[src/pmu_serial_pkg.sv]
// Constants shared by the two-wire register slave.
// Assumes a single system clock much faster than the serial clock.
//
// How it works
// Each data bit is sampled on the serial clock rising edge, one per pulse.
// Data changing while clock is high mid-transfer abandons the transfer.
// Master changes data only while the serial clock is low.
// Bytes are eight bits, most significant first, then an acknowledge slot.
// Data falling with clock high is start; data rising with clock high is stop.
// Only the master makes start and stop; bus busy until after stop.
// Repeated start mid-transfer restarts address decoding.
// Master gives a ninth clock pulse after every byte for acknowledge.
// Sender releases data line during the acknowledge pulse.
// Accepting receiver holds data low through the acknowledge pulse high phase.
// Master leaves data high in the last read byte's acknowledge slot.
// Slave answers only to seven-bit address 7E hex.
// First seven bits are address, eighth is direction: one read, zero write.
// Address acknowledged only on match, otherwise data line stays released.
// First write byte is the register pointer, next byte stored there, both acknowledged.
// Pointer advances by one after each acknowledged write data byte.
// Master writes pointer, repeated start, then address with read direction.
// Read sends pointed byte; each master acknowledge advances pointer, sends next.
// Master ends a read with no acknowledge then a stop.
// Master ends a write with a stop after the last byte.
// Slave drives data only low, released otherwise, including after stop or abort.
`default_nettype none
package pmu_serial_pkg;

  // ---------------------------------------------------------------
  // Bus constants
  // ---------------------------------------------------------------
  localparam logic [6:0] OWN_ADDR   = 7'h7E;
  localparam logic       DIR_READ   = 1'h1;
  localparam logic [3:0] BYTE_BITS  = 4'h8;
  localparam logic [3:0] LAST_BIT   = 4'h7;
  localparam logic [7:0] PTR_RESET  = 8'h00;
  localparam logic [7:0] PTR_STEP   = 8'h01;

  // Protocol position of the slave
  typedef enum logic [3:0] {
    ST_IDLE     = 4'h0,
    ST_ADDR     = 4'h1,
    ST_ACK_ADDR = 4'h2,
    ST_PTR      = 4'h3,
    ST_ACK_PTR  = 4'h4,
    ST_WDATA    = 4'h5,
    ST_ACK_W    = 4'h6,
    ST_TX       = 4'h7,
    ST_MACK     = 4'h8
  } slave_state_e;

endpackage
`default_nettype wire

[src/pin_sync.sv]
// Two flip-flop synchroniser for pins from outside the clock domain.
// Assumes the pins idle at the reset value given.
`default_nettype none
`timescale 1ns/1ps
module pin_sync #(
  parameter int         W    = 1,
  parameter logic [W-1:0] INIT = '1
) (
  // Clock and reset
  input  wire logic         clk,
  input  wire logic         resetn,
  // Pins in, synchronised out
  input  wire logic [W-1:0] d,
  output var  logic [W-1:0] q
);

  logic [W-1:0] meta;
  logic [W-1:0] next_meta;
  logic [W-1:0] next_q;

  // First stage read only by the second
  always_comb begin
    next_meta = d;
    next_q    = meta;
  end

  always_ff @(posedge clk) begin
    if (!resetn) begin
      meta <= INIT;
      q    <= INIT;
    end else begin
      meta <= next_meta;
      q    <= next_q;
    end
  end

endmodule
`default_nettype wire

[src/pmu_serial_register_slave.sv]
// Two-wire serial slave giving a bus master access to an 8-bit register file.
// Assumes the register file sits outside: it stores on wr_en and answers
// rd_data for reg_addr combinationally or within one clock.
`default_nettype none
`timescale 1ns/1ps
module pmu_serial_register_slave
  import pmu_serial_pkg::*;
(
  // Clock and reset
  input  wire logic       clk,
  input  wire logic       resetn,
  // Serial bus pins
  input  wire logic       scl_i,
  input  wire logic       sda_i,
  output var  logic       sda_o,
  output var  logic       sda_oe,
  // Register file side
  output var  logic [7:0] reg_addr,
  output var  logic       wr_en,
  output var  logic [7:0] wr_data,
  input  wire logic [7:0] rd_data
);

  // ---------------------------------------------------------------
  // Pin sampling and edge detection
  // ---------------------------------------------------------------
  logic [1:0] pins_s;
  logic       scl_s;
  logic       sda_s;
  logic       scl_q;
  logic       sda_q;
  logic       scl_rise;
  logic       scl_fall;
  logic       start_det;
  logic       stop_det;

  pin_sync #(.W(2), .INIT(2'h3)) u_sync (
    .clk    (clk),
    .resetn (resetn),
    .d      ({scl_i, sda_i}),
    .q      (pins_s)
  );

  assign scl_s = pins_s[1];
  assign sda_s = pins_s[0];

  // Previous synchronised levels for edge finding
  always_ff @(posedge clk) begin
    if (!resetn) begin
      scl_q <= 1'h1;
      sda_q <= 1'h1;
    end else begin
      scl_q <= scl_s;
      sda_q <= sda_s;
    end
  end

  // Both lines share one sync depth, so their order is preserved
  assign scl_rise  = scl_s & ~scl_q;
  assign scl_fall  = ~scl_s & scl_q;
  // start and stop
  assign start_det = scl_s & scl_q & sda_q & ~sda_s;
  assign stop_det  = scl_s & scl_q & ~sda_q & sda_s;

  // ---------------------------------------------------------------
  // Protocol state machine
  // ---------------------------------------------------------------
  slave_state_e state;
  slave_state_e next_state;
  logic [3:0]   cnt;
  logic [3:0]   next_cnt;
  logic [7:0]   shift;
  logic [7:0]   next_shift;
  logic         rw;
  logic         next_rw;
  logic         macked;
  logic         next_macked;
  logic         next_sda_oe;
  logic [7:0]   next_reg_addr;
  logic         next_wr_en;
  logic [7:0]   next_wr_data;

  // Next-state and output decision
  always_comb begin
    next_state    = state;
    next_cnt      = cnt;
    next_shift    = shift;
    next_rw       = rw;
    next_macked   = macked;
    next_sda_oe   = sda_oe;
    next_reg_addr = reg_addr;
    next_wr_en    = 1'h0;
    next_wr_data  = wr_data;
    if (stop_det) begin
      // release on stop
      next_state  = ST_IDLE;
      next_sda_oe = 1'h0;
      next_cnt    = 4'h0;
    end else if (start_det) begin
      // restart decoding; R2: partial byte dropped, never stored
      next_state  = ST_ADDR;
      next_sda_oe = 1'h0;
      next_cnt    = 4'h0;
    end else begin
      unique case (state)
        ST_IDLE: begin
          next_sda_oe = 1'h0;
        end
        ST_ADDR, ST_PTR, ST_WDATA: begin
          // sample on rising edge; R4: MSB first, eight bits
          if (scl_rise && cnt != BYTE_BITS) begin
            next_shift = {shift[6:0], sda_s};
            next_cnt   = cnt + 4'h1;
          end else if (scl_fall && cnt == BYTE_BITS) begin
            next_cnt = 4'h0;
            if (state == ST_ADDR) begin
              // own address only; R14: mismatch stays released
              if (shift[7:1] == OWN_ADDR) begin
                // eighth bit is direction
                next_rw     = shift[0];
                next_sda_oe = 1'h1;
                next_state  = ST_ACK_ADDR;
              end else begin
                next_state = ST_IDLE;
              end
            end else if (state == ST_PTR) begin
              // pointer byte latched and acknowledged
              next_reg_addr = shift;
              next_sda_oe   = 1'h1;
              next_state    = ST_ACK_PTR;
            end else begin
              // data byte stored at pointer
              next_wr_en   = 1'h1;
              next_wr_data = shift;
              next_sda_oe  = 1'h1;
              next_state   = ST_ACK_W;
            end
          end
        end
        ST_ACK_ADDR: begin
          // held low until the ack pulse ends
          if (scl_fall) begin
            if (rw == DIR_READ) begin
              // first byte from pointed register
              next_shift  = rd_data;
              next_sda_oe = ~rd_data[7];
              next_state  = ST_TX;
            end else begin
              next_sda_oe = 1'h0;
              next_state  = ST_PTR;
            end
          end
        end
        ST_ACK_PTR: begin
          if (scl_fall) begin
            next_sda_oe = 1'h0;
            next_state  = ST_WDATA;
          end
        end
        ST_ACK_W: begin
          // advance after acknowledged write byte
          if (scl_fall) begin
            next_sda_oe   = 1'h0;
            next_reg_addr = reg_addr + PTR_STEP;
            next_state    = ST_WDATA;
          end
        end
        ST_TX: begin
          // Bits change only after a falling edge
          if (scl_fall) begin
            if (cnt == LAST_BIT) begin
              // release for the master's acknowledge
              next_sda_oe = 1'h0;
              next_cnt    = 4'h0;
              next_state  = ST_MACK;
            end else begin
              next_cnt    = cnt + 4'h1;
              next_shift  = {shift[6:0], 1'h0};
              next_sda_oe = ~shift[6];
            end
          end
        end
        ST_MACK: begin
          if (scl_rise) begin
            // advance early so rd_data settles before the fall
            next_macked = ~sda_s;
            if (!sda_s) begin
              next_reg_addr = reg_addr + PTR_STEP;
            end
          end else if (scl_fall) begin
            if (macked) begin
              next_shift  = rd_data;
              next_sda_oe = ~rd_data[7];
              next_state  = ST_TX;
            end else begin
              next_state = ST_IDLE;
            end
          end
        end
        default: begin
          next_state  = ST_IDLE;
          next_sda_oe = 1'h0;
        end
      endcase
    end
  end

  // line only ever pulled low, released from reset
  always_ff @(posedge clk) begin
    if (!resetn) begin
      state    <= ST_IDLE;
      cnt      <= 4'h0;
      shift    <= 8'h00;
      rw       <= 1'h0;
      macked   <= 1'h0;
      sda_oe   <= 1'h0;
      sda_o    <= 1'h0;
      reg_addr <= PTR_RESET;
      wr_en    <= 1'h0;
      wr_data  <= 8'h00;
    end else begin
      state    <= next_state;
      cnt      <= next_cnt;
      shift    <= next_shift;
      rw       <= next_rw;
      macked   <= next_macked;
      sda_oe   <= next_sda_oe;
      sda_o    <= 1'h0;
      reg_addr <= next_reg_addr;
      wr_en    <= next_wr_en;
      wr_data  <= next_wr_data;
    end
  end
endmodule
`default_nettype wire

[config.mk]
export PLATFORM = sky130hd
export DESIGN_NAME = pmu_serial_register_slave
export DESIGN_NICKNAME = d
export VERILOG_FILES = /design/src/pmu_serial_pkg.sv /design/src/pin_sync.sv /design/src/pmu_serial_register_slave.sv
export SDC_FILE = /design/constraint.sdc
export NUM_CORES = 1
export LEC_CHECK = 0
export BUFFER_PORTS_ARGS = -buffer_cell sky130_fd_sc_hd__buf_2
export CAP_MARGIN = 20
export CORE_AREA = 3 3 70 72
export CTS_CLUSTER_SIZE = 10
export DETAILED_ROUTE_END_ITERATION = 8
export DIE_AREA = 0 0 73 75
export GPL_TIMING_DRIVEN = 0
export PLACE_DENSITY_LB_ADDON = 0.2
export SLEW_MARGIN = 20
export SYNTH_ARGS = -nofsm -noshare
export SYNTH_HDL_FRONTEND = slang
export SYNTH_SLANG_ARGS = --single-unit
[constraint.sdc]
create_clock -name clk -period 2.8 [get_ports clk]
set_clock_uncertainty 0.05 [all_clocks]
set_input_delay 0.28 -clock clk [delete_from_list [all_inputs] [get_ports clk]]
set_output_delay 0.28 -clock clk [all_outputs]
set_load 0.05 [all_outputs]
Word-level counts from Yosys, hierarchy flattened. Cells that the tools add are included.

Add/subtract/negate cells: 2. Equal/unequal tests: 40. Muxes and demuxes: 51. Bitwise operators: 22. Reduce and logical (&&, ||, !) cells: 20.

Operators by type and width (count): 8-bit two-way mux (15); 4-bit two-way mux (13); 2-bit != test, second input constant (17); 8-bit one-hot mux with 4 select lines (1); 3-bit != test, second input constant (9); 9-bit AND reduction (3); 4-bit one-hot mux with 6 select lines (1); 8-bit one-hot mux with 3 select lines (1); 4-bit by 3-bit == test with 1-bit output, second input constant (5); 1-bit NOT (15); 1-bit two-way mux (14); 7-bit AND reduction (2); 11-bit AND reduction (1); 10-bit AND reduction (1); 8-bit by 1-bit adder with 8-bit output, second input constant (1); 4-bit by 2-bit == test with 1-bit output, second input constant (2); 4-bit == test, second input constant (2); 4-bit one-hot mux with 2 select lines (1); 1-bit bitwise AND (7); 7-bit == test, second input constant (1); 7-bit OR reduction (1); 3-bit two-way mux (2); 3-bit OR reduction (2); 1-bit one-hot mux with 5 select lines (1); 14 further kinds (17).

Bits in registers: 42. Input bits: 12. Word-level logic and storage cells: 149.

Longest topological paths before layout. Gate-level depths: netlist of the first run.

Depth in word-level cells: 7. Gate-level depth with buffers: 9. Depth with buffers taken out: 8.

Modules after synthesis. Synthesis of the first run repeated with hierarchy kept, for this count alone.

Cell total of the unflattened synthesis: 287. Area, all modules: 2477.4 µm².

By module, submodules not included: pmu_serial_register_slave (times used 1, cells each 279, area an instance 2372.3 µm², seq. area each 760.7 µm²); pin_sync (times used 1, cells each 8, area an instance 105.1 µm², seq. area each 80.1 µm²).

Worst setup path after synthesis of the first run. Ideal clock, no wire load.

Path kind: register to register. From: register cnt[0]. To: register shift[0]. Library setup time: 0.072 ns. Arrival: 2.033 ns. Setup slack: 0.645 ns. Stages on the path, launching flop included: 10. Buffers on the path: 1. Path through: dfxtp_1 > inv_1 > ha_1 > and3b_1 > buf_6 > nor3_2 > a31oi_1 > a2bb2oi_2 > nor4_4 > mux2i_1.

Cells in the longest elaborated chain, start to end: 4. Elaborated cells on any way between the ends: 6.

RTL lines: from (decl) (RTL line pmu_serial_register_slave.sv:70) `logic [3:0] cnt;`; from (signal assigned) (RTL line pmu_serial_register_slave.sv:223) `cnt <= next_cnt;`; 4-bit != test (RTL line pmu_serial_register_slave.sv:111) `if (scl_rise && cnt != BYTE_BITS) begin`; 1-bit logical AND (RTL line pmu_serial_register_slave.sv:111); 2-bit != test (no line); 11-bit AND reduction (no line) *; to (signal assigned) (RTL line pmu_serial_register_slave.sv:224) `shift <= next_shift;`; to (decl) (RTL line pmu_serial_register_slave.sv:72) `logic [7:0] shift;`.

Every way passes the cells marked *; elsewhere a longest branch is shown, timed or not. A chain may end at the register's enable or synchronous reset.

Final worst setup path of the first run.
From: register cnt[0]. To: register shift[4].

The elaborated chain is that of the path after synthesis.

==> impl_results.md, run 1 <==
- # IOs: 31
- Core area: ~4400 um^2
- WL/cell: 14.7 um
- Final core occ: 0.628
- Hold Path Class: in -> reg
- Minimum clock period: ~2.4 ns
- Outcome: finished, final reports clean
- Worst Setup SP: cnt[0]
- RSZ-0062 raised after global routing: false
- GRT overflow: 0
- Design Area, Final: about 2700 um^2
- Synth Area per Inst: 8.19 um^2
- # setup viols final: 0
- Startpoint types: register
- Met3 GRT Util: 0.0467
- FF+latch area: roughly 840 um^2
- Final Hold Viols: 0
- VDD IR max: 269 uV
- Area grow syn2layout: 13.2%
- Mapped Area: 2420 um^2
- Initial antenna violation count: 0
- Die Height: 75 um
- Post-CTS resize count: 0
- DR vias/cell: around 5.9
- Largest net degree at the start of global routing: 15
- Crit. End Element: register
- DR iter-0 viols: approximately 220
- Most common flop cell mapped by yosys: dfxtp_1
- F_max: approximately 410 MHz
- Vias in the first global route: 1,992
- FF+latch count, synth: 42
- Largest cells by area after synthesis: dfxtp_1, mux2i_1, nand2_1, a21oi_1, nor2_1
- Max Root-Sink Buffers: 2
- Area of the multi-input gates: 1460 um^2
- Clk slew on worst S/H paths: around 0.08 ns
- CTS Buf Count: 5
- Skew-Pair Late Insertion Delay: slightly above 0.3 ns
- P_leak: between 1 and 1.5 nW
- DRT Wirelength: roughly 5.6 mm
- N_diodes: 0
- Final worst slack: 0.385 ns
- First-pass GRT wire length: around 9.4 mm
- Power Density: 422 nW/um^2
- Area leader, netlist: dfxtp_1
- Routability Congestion: around 0.92
- Drt first pass iters: 5
- WP data required: 2.98 ns
- Hold_ws: 0.110 ns
- Pre-CTS WS: 0.396 ns
- CTS sink cnt: 42
- Worst Hold Launch: sda_i
- Post-synthesis sequential area ratio: 0.348
- Max-slew violation count: 0
- CTS HTree Levels: 2
- Reg2Reg Depth: 9
- Yosys cell types: 57
- Crit path max fanout: 8
- Post-synth EDFFs: 0
- Worst Tran Pin Value: 0.761 ns
- Finished Layout Cells: 383
- Final worst path period share: 0.862
- Dpl cell area: 2620 um^2
- Met1 usage: 0.314
- # fillers: 398
- Synthesized instance count: 295
- Total power: ~1.2 mW
- Min-Delay Path Depth: 2
- Relative slew slack: 0.480
- Met2 usage: 0.327
- Share of flip-flops with an asynchronous set or reset: 0
- I/O Buffers: 28
- Die area: between 5000 and 6000 um^2
- Setup TNS: 0 ns
- Crit path DAT: 2.60 ns
- Worst r2r src: cnt[0]
- # hold bufs at CTS: 0
- Starting Density: 0.555
- Area share of the largest cell type after synthesis: 0.348
- Max Cap Viol: 0
- Layout cell share with drive strength beyond 1: 0.202
- Dpl hpwl: 4.13 mm
- Setup Crit Path Kind: reg -> reg
- Die Wd: about 73 um
- Net count, final: 345
- Dpl cells: 375
- Routed vias: 2,254
- Num rows: 24
- Ys Warns: 0
- All-Layer GR Usage: 0.217
- Global routing's busiest layer: met2
- Clk root buf: clkbuf_8
- DRC: 0
- Post-CTS Setup Inserts: 0
- Antenna Nets Post-Route: 0
- CTS tree: yes
- Synth Net Count: 310
==> cell families after synthesis <==
logic type      after synthesis  synth area share
simple gates                124             0.265
compound gates               73             0.202
flops                        42             0.348
mux                          25             0.107
buf+inv                      24            0.0497
fa+ha+maj                     3            0.0155
xor+xnor                      3            0.0109
other cells                   1           0.00155
==> cells in the mapped netlist (2+ instances only) <==
library cell / instances
nor2_1: 27
buf_4: 2
nor3_1: 7
nand4_1: 4
and3_1: 2
mux2i_1: 18
nand2b_1: 9
a211oi_1: 4
or3_1: 2
or2_2: 2
o31ai_1: 4
a31oi_1: 4
mux2_2: 7
nor2b_1: 8
o21a_1: 2
a21oi_1: 24
ha_1: 3
nand3_1: 7
dfxtp_1: 42
a21o_1: 2
nand2_1: 41
buf_6: 2
buf_2: 6
nand3b_1: 4
xnor2_1: 2
o21ai_0: 15
clkbuf_1: 7
o211ai_1: 3
o32ai_1: 2
inv_1: 4
o22ai_1: 3
==> worst max-delay path, cell delays in order, from the launching register on <==
cell and delay (ns):
dfxtp_1 0.39, inv_1 0.06, ha_1 0.21, and3b_1 0.19, buf_6 0.14, nor3_2 0.14
a31oi_1 0.07, a2bb2oi_2 0.15, nor4_4 0.70, mux2i_1 0.25
==> sequential cells by signal (all words and copies together) (netlist names) <==
name / flops
sda_q: 1
state: 4
rw: 1
u_sync.meta: 2
sda_oe: 1
wr_en: 1
shift: 8
u_sync.q: 2
scl_q: 1
reg_addr: 8
wr_data: 8
cnt: 4
macked: 1
==> power breakdown <==
part	internal [mW]	total (mW)	switching [mW]
Sequential	0.601	0.604	0.00310
Combinational	0.0225	0.0636	0.0411
Clock	0.265	0.488	0.222
==> cell usage in the layout, fill, tap and decap left out, types with 2 or more instances in the layout <==
cell type / n
nand2b_1: 9
ha_1: 3
mux2i_1: 18
nor2b_1: 8
buf_2: 34
o31ai_1: 4
a21oi_1: 24
buf_6: 2
xnor2_1: 2
or3_1: 2
clkinvlp_4: 2
a21o_1: 2
dfxtp_1: 42
inv_1: 4
o21a_1: 2
nor2_1: 27
mux2_2: 7
clkbuf_1: 7
nand3_1: 7
buf_4: 2
a211oi_1: 4
o211ai_1: 3
and3_1: 2
nand3b_1: 4
nand2_1: 41
nor3_1: 7
o21ai_0: 15
a31oi_1: 4
clkbuf_8: 5
o22ai_1: 3
nand4_1: 4
o32ai_1: 2
or2_2: 2
==> per-layer routing <==
metal	wire, um	vias up	share of wire
met5	0	-	0
met4	63	0	0.011
met3	346	8	0.061
met2	2430	77	0.43
met1	2810	1041	0.50
li1	-	1128	-
==> layout make-up <==
class / instances / area share
tap: 52 / 0.0238
clock inverter: 3 / 0.0165
sequential: 42 / 0.307
multi-input combinational: 229 / 0.532
inverter: 6 / 0.00823
clock buffer: 5 / 0.0252
timing repair buffer: 28 / 0.0512
buffer: 18 / 0.0357
==> worst paths after layout <==
path | endpoint | slack (ns)
worst min register to register | u_sync.q[0] | 0.36
worst max-delay path | shift[4] | 0.39
worst max register to register | shift[4] | 0.39
worst min-delay path | u_sync.meta[0] | 0.11
Note: power is estimated with default switching activity, not from simulation.
==> inputs of run 2 (changes only) <==
--- a/config.mk
+++ b/config.mk
@@ -5,6 +5,7 @@
 export SDC_FILE = /design/constraint.sdc
 export NUM_CORES = 1
 export LEC_CHECK = 0
+export ABC_AREA = 1
 export BUFFER_PORTS_ARGS = -buffer_cell sky130_fd_sc_hd__buf_2
 export CAP_MARGIN = 20
 export CORE_AREA = 3 3 70 72
==> impl_results.md, run 2 <==
- # setup viols final: 0 (unchanged)
- Area grow syn2layout: 11.3%
- Synth Area per Inst: 5.97 um^2 (-27%)
- Core area: 4350 um^2 (unchanged)
- Count leader, synth: nand2_1
- Net count, final: 472 (+37%)
- Startpoint types: register
- Clk root buf: clkbuf_8
- Area share of the largest cell type after synthesis: 0.334 (-0.0143)
- Die Height: 75 um (unchanged)
- Largest net degree at the start of global routing: 13 (-2)
- Yosys cell types: 29 (-49%)
- Crit. End Element: register
- DRT Wirelength: 6.23 mm (+10%)
- Antenna Nets Post-Route: 0 (unchanged)
- Drt first pass iters: 5 (unchanged)
- Num rows: 24 (unchanged)
- DR vias/cell: 5.26 (-11%)
- Post-synthesis sequential area ratio: 0.334 (-0.0143)
- Routed vias: 2,679 (+19%)
- Synth Net Count: 437 (+41%)
- WL/cell: 12.2 um (-17%)
- DR iter-0 viols: 231 (+4.1%)
- CP max stage cell: dfxtp_1
- VDD IR max: 428 uV (+59%)
- Post-synth EDFFs: 0 (unchanged)
- CTS tree: yes
- Most common cell after layout, fill and taps aside: nand2_1
- Outcome: finished, final reports clean
- Worst path top cell family by delay: simple AND/OR/NAND/NOR gates
- Die area: 5480 um^2 (unchanged)
- Worst Hold Launch: scl_i
- Hold EP: u_sync.meta[1]
- I/O Buffers: 28 (unchanged)
- FF+latch count, synth: 42 (unchanged)
- Finished Layout Cells: 509 (+33%)
- CTS sink cnt: 42 (unchanged)
- CP most frequent cell: nand2_1
- Final Hold Viols: 0 (unchanged)
- Skew-Pair Late Insertion Delay: 0.30 ns (about the same)
- Die Wd: 73 um (unchanged)
- N_diodes: 0 (unchanged)
- Worst Tran Pin Value: 0.549 ns (-0.212 ns)
- Share of flip-flops with an asynchronous set or reset: 0 (unchanged)
- Post-CTS Setup Inserts: 0 (unchanged)
- GRT overflow: 0 (unchanged)
- Crit path max fanout: 10 (+2)
- Hold Path Class: in -> reg
- RSZ-0062 raised after global routing: false
- Final worst slack: 0.871 ns (+0.486 ns)
- Crit path DAT: 2.10 ns (-0.50 ns)
- Reg2Reg Depth: 11 (+2)
- Most common flop cell mapped by yosys: dfxtp_1
- Minimum clock period: 1.93 ns (-0.486 ns)
- FF+latch area: 841 um^2 (unchanged)
- Routability Congestion: 0.935 (+1.1%)
- Area of the multi-input gates: 1450 um^2 (-0.43%)
- Relative slew slack: 0.633 (+0.153)
- P_leak: 1.36 nW (+25%)
- Dpl hpwl: 4.67 mm (+13%)
- Final core occ: 0.644 (+0.0161)
- Max-slew violation count: 0 (unchanged)
- CP cell instances: inv_1 -> ha_1 -> nand2_1 -> nor2_1 -> nand2_1 -> inv_1 -> nand2_1 -> clkinv_1 -> nand2_2 -> nand2_1 -> a21oi_1
- RR Endpoint: wr_data[7]
- Min-Delay Path Depth: 2 (unchanged)
- Total power: 2.31 mW (+100%)
- DRC: 0 (unchanged)
- Final worst path period share: 0.689 (-0.174)
- # IOs: 31 (unchanged)
- # hold bufs at CTS: 0 (unchanged)
- Synth cell count leaders: nand2_1, nor2_1, inv_1, dfxtp_1, nand3_1
- Mapped Area: 2520 um^2 (+4.3%)
- First-pass GRT wire length: 10.4 mm (+10%)
- Pre-CTS WS: 0.887 ns (+0.492 ns)
- # fillers: 425 (+6.8%)
- Max Cap Viol: 0 (unchanged)
- Worst r2r src: cnt[0]
- Synthesized instance count: 422 (+43%)
- Largest stage delay, worst path: 0.43 ns (-0.27 ns)
- Clk slew on worst S/H paths: 0.08 ns (about the same)
- Largest cells by area after synthesis: dfxtp_1, nand2_1, nor2_1, nand3_1, inv_1
- All-Layer GR Usage: 0.240 (+0.0236)
- Worst Path Buf+Inv: 3 (+1)
- Initial antenna violation count: 0 (unchanged)
- Dpl cells: 502 (+34%)
- CTS Buf Count: 5 (unchanged)
- WP data required: 2.98 ns (about the same)
- Max Root-Sink Buffers: 2 (unchanged)
- Starting Density: 0.579 (+0.0239)
- Post-CTS resize count: 0 (unchanged)
- Setup Crit Path Kind: reg -> reg
- Biggest regs: reg_addr: 8 flops, shift: 8 flops, wr_data: 8 flops
- Area leader, netlist: dfxtp_1
- CTS HTree Levels: 2 (unchanged)
- Power Density: 823 nW/um^2 (+95%)
- F_max: 519 MHz (+25%)
- Vias in the first global route: 2,291 (+15%)
- R2r setup slk: 0.87 ns (+0.49 ns)
- Layout cell share with drive strength beyond 1: 0.120 (-0.0821)
- Ys Warns: 0 (unchanged)
- Setup TNS: 0 ns (unchanged)
- Commonest non-fill, non-tap cells in the layout: nand2_1, nor2_1, inv_1, dfxtp_1, nand3_1
==> run 2: cell types whose count changed after synthesis, sizes merged, moves of 9 or more <==
cell,change
nand2b,-9
nor2,+57
nand2,+93
inv,+41
nand3,+33
mux2i,-18
==> run 2: cell type report <==
| type | instances | share of cell area |
|---|---|---|
| multi-input combinational | 324 | 0.517 |
| sequential | 42 | 0.300 |
| inverter | 47 | 0.0629 |
| timing repair buffer | 28 | 0.0500 |
| clock buffer | 6 | 0.0259 |
| tap | 52 | 0.0232 |
| buffer | 9 | 0.0192 |
| clock inverter | 1 | 0.00268 |
==> run 2: worst register-to-register path: stages, from the launching register on <==
cell	delay, ns
dfxtp_1	0.43
inv_1	0.07
ha_1	0.21
nand2_1	0.07
nor2_1	0.05
nand2_1	0.10
inv_1	0.04
nand2_1	0.08
clkinv_1	0.28
nand2_2	0.28
nand2_1	0.08
a21oi_1	0.15
==> run 2: logic make-up (layout without fill, tap and decap cells) <==
family	after synthesis	after routing	synth area share
other	1	1	0.00149
adder cells (fa/ha/maj)	3	3	0.0149
XOR/XNOR	3	3	0.0104
AND/OR/NAND/NOR	273	273	0.456
flip-flops	42	42	0.334
buffers and inverters	56	91	0.0914
AO/OA/AOI/OAI	44	44	0.0924
==> run 2: routing by layer <==
layer	up-vias	track usage	part of all wire
li1	1391	-	-
met3	8	0.0387	0.056
met2	90	0.381	0.45
met4	0	0.0615	0.013
met1	1190	0.341	0.48
met5	-	0	0
==> run 2: metrics by stage <==
stage | hold WS (ns) | instance area, um^2
CTS | 0.119 | 2810
global placement | 0.345 | 2730
detailed placement | 0.367 | 2730
floorplan | 0.337 | 2520
finish | 0.124 | 2810
global route | 0.118 | 2810
==> run 2: power breakdown <==
| group | leakage [nW] | switching, mW | internal [mW] | total [mW] |
|---|---|---|---|---|
| Clock | 0.0373 | 0.208 | 0.171 | 0.379 |
| Sequential | 0.342 | 0.109 | 0.691 | 0.799 |
| Combinational | 0.976 | 0.777 | 0.354 | 1.13 |
==> run 2: worst max-delay path by stage <==
stage	start	depth (start not counted)	slack (ns)	endpoint
final	cnt[0]	11	0.87	wr_data[7]
after global routing	state[3]	11	0.59	shift[5]
after CTS	cnt[0]	11	0.87	wr_data[7]
after detailed placement	cnt[0]	11	0.89	wr_data[7]
after global placement	state[3]	11	0.93	shift[0]
after floorplan	reg_addr[0]	7	1.10	reg_addr[4]
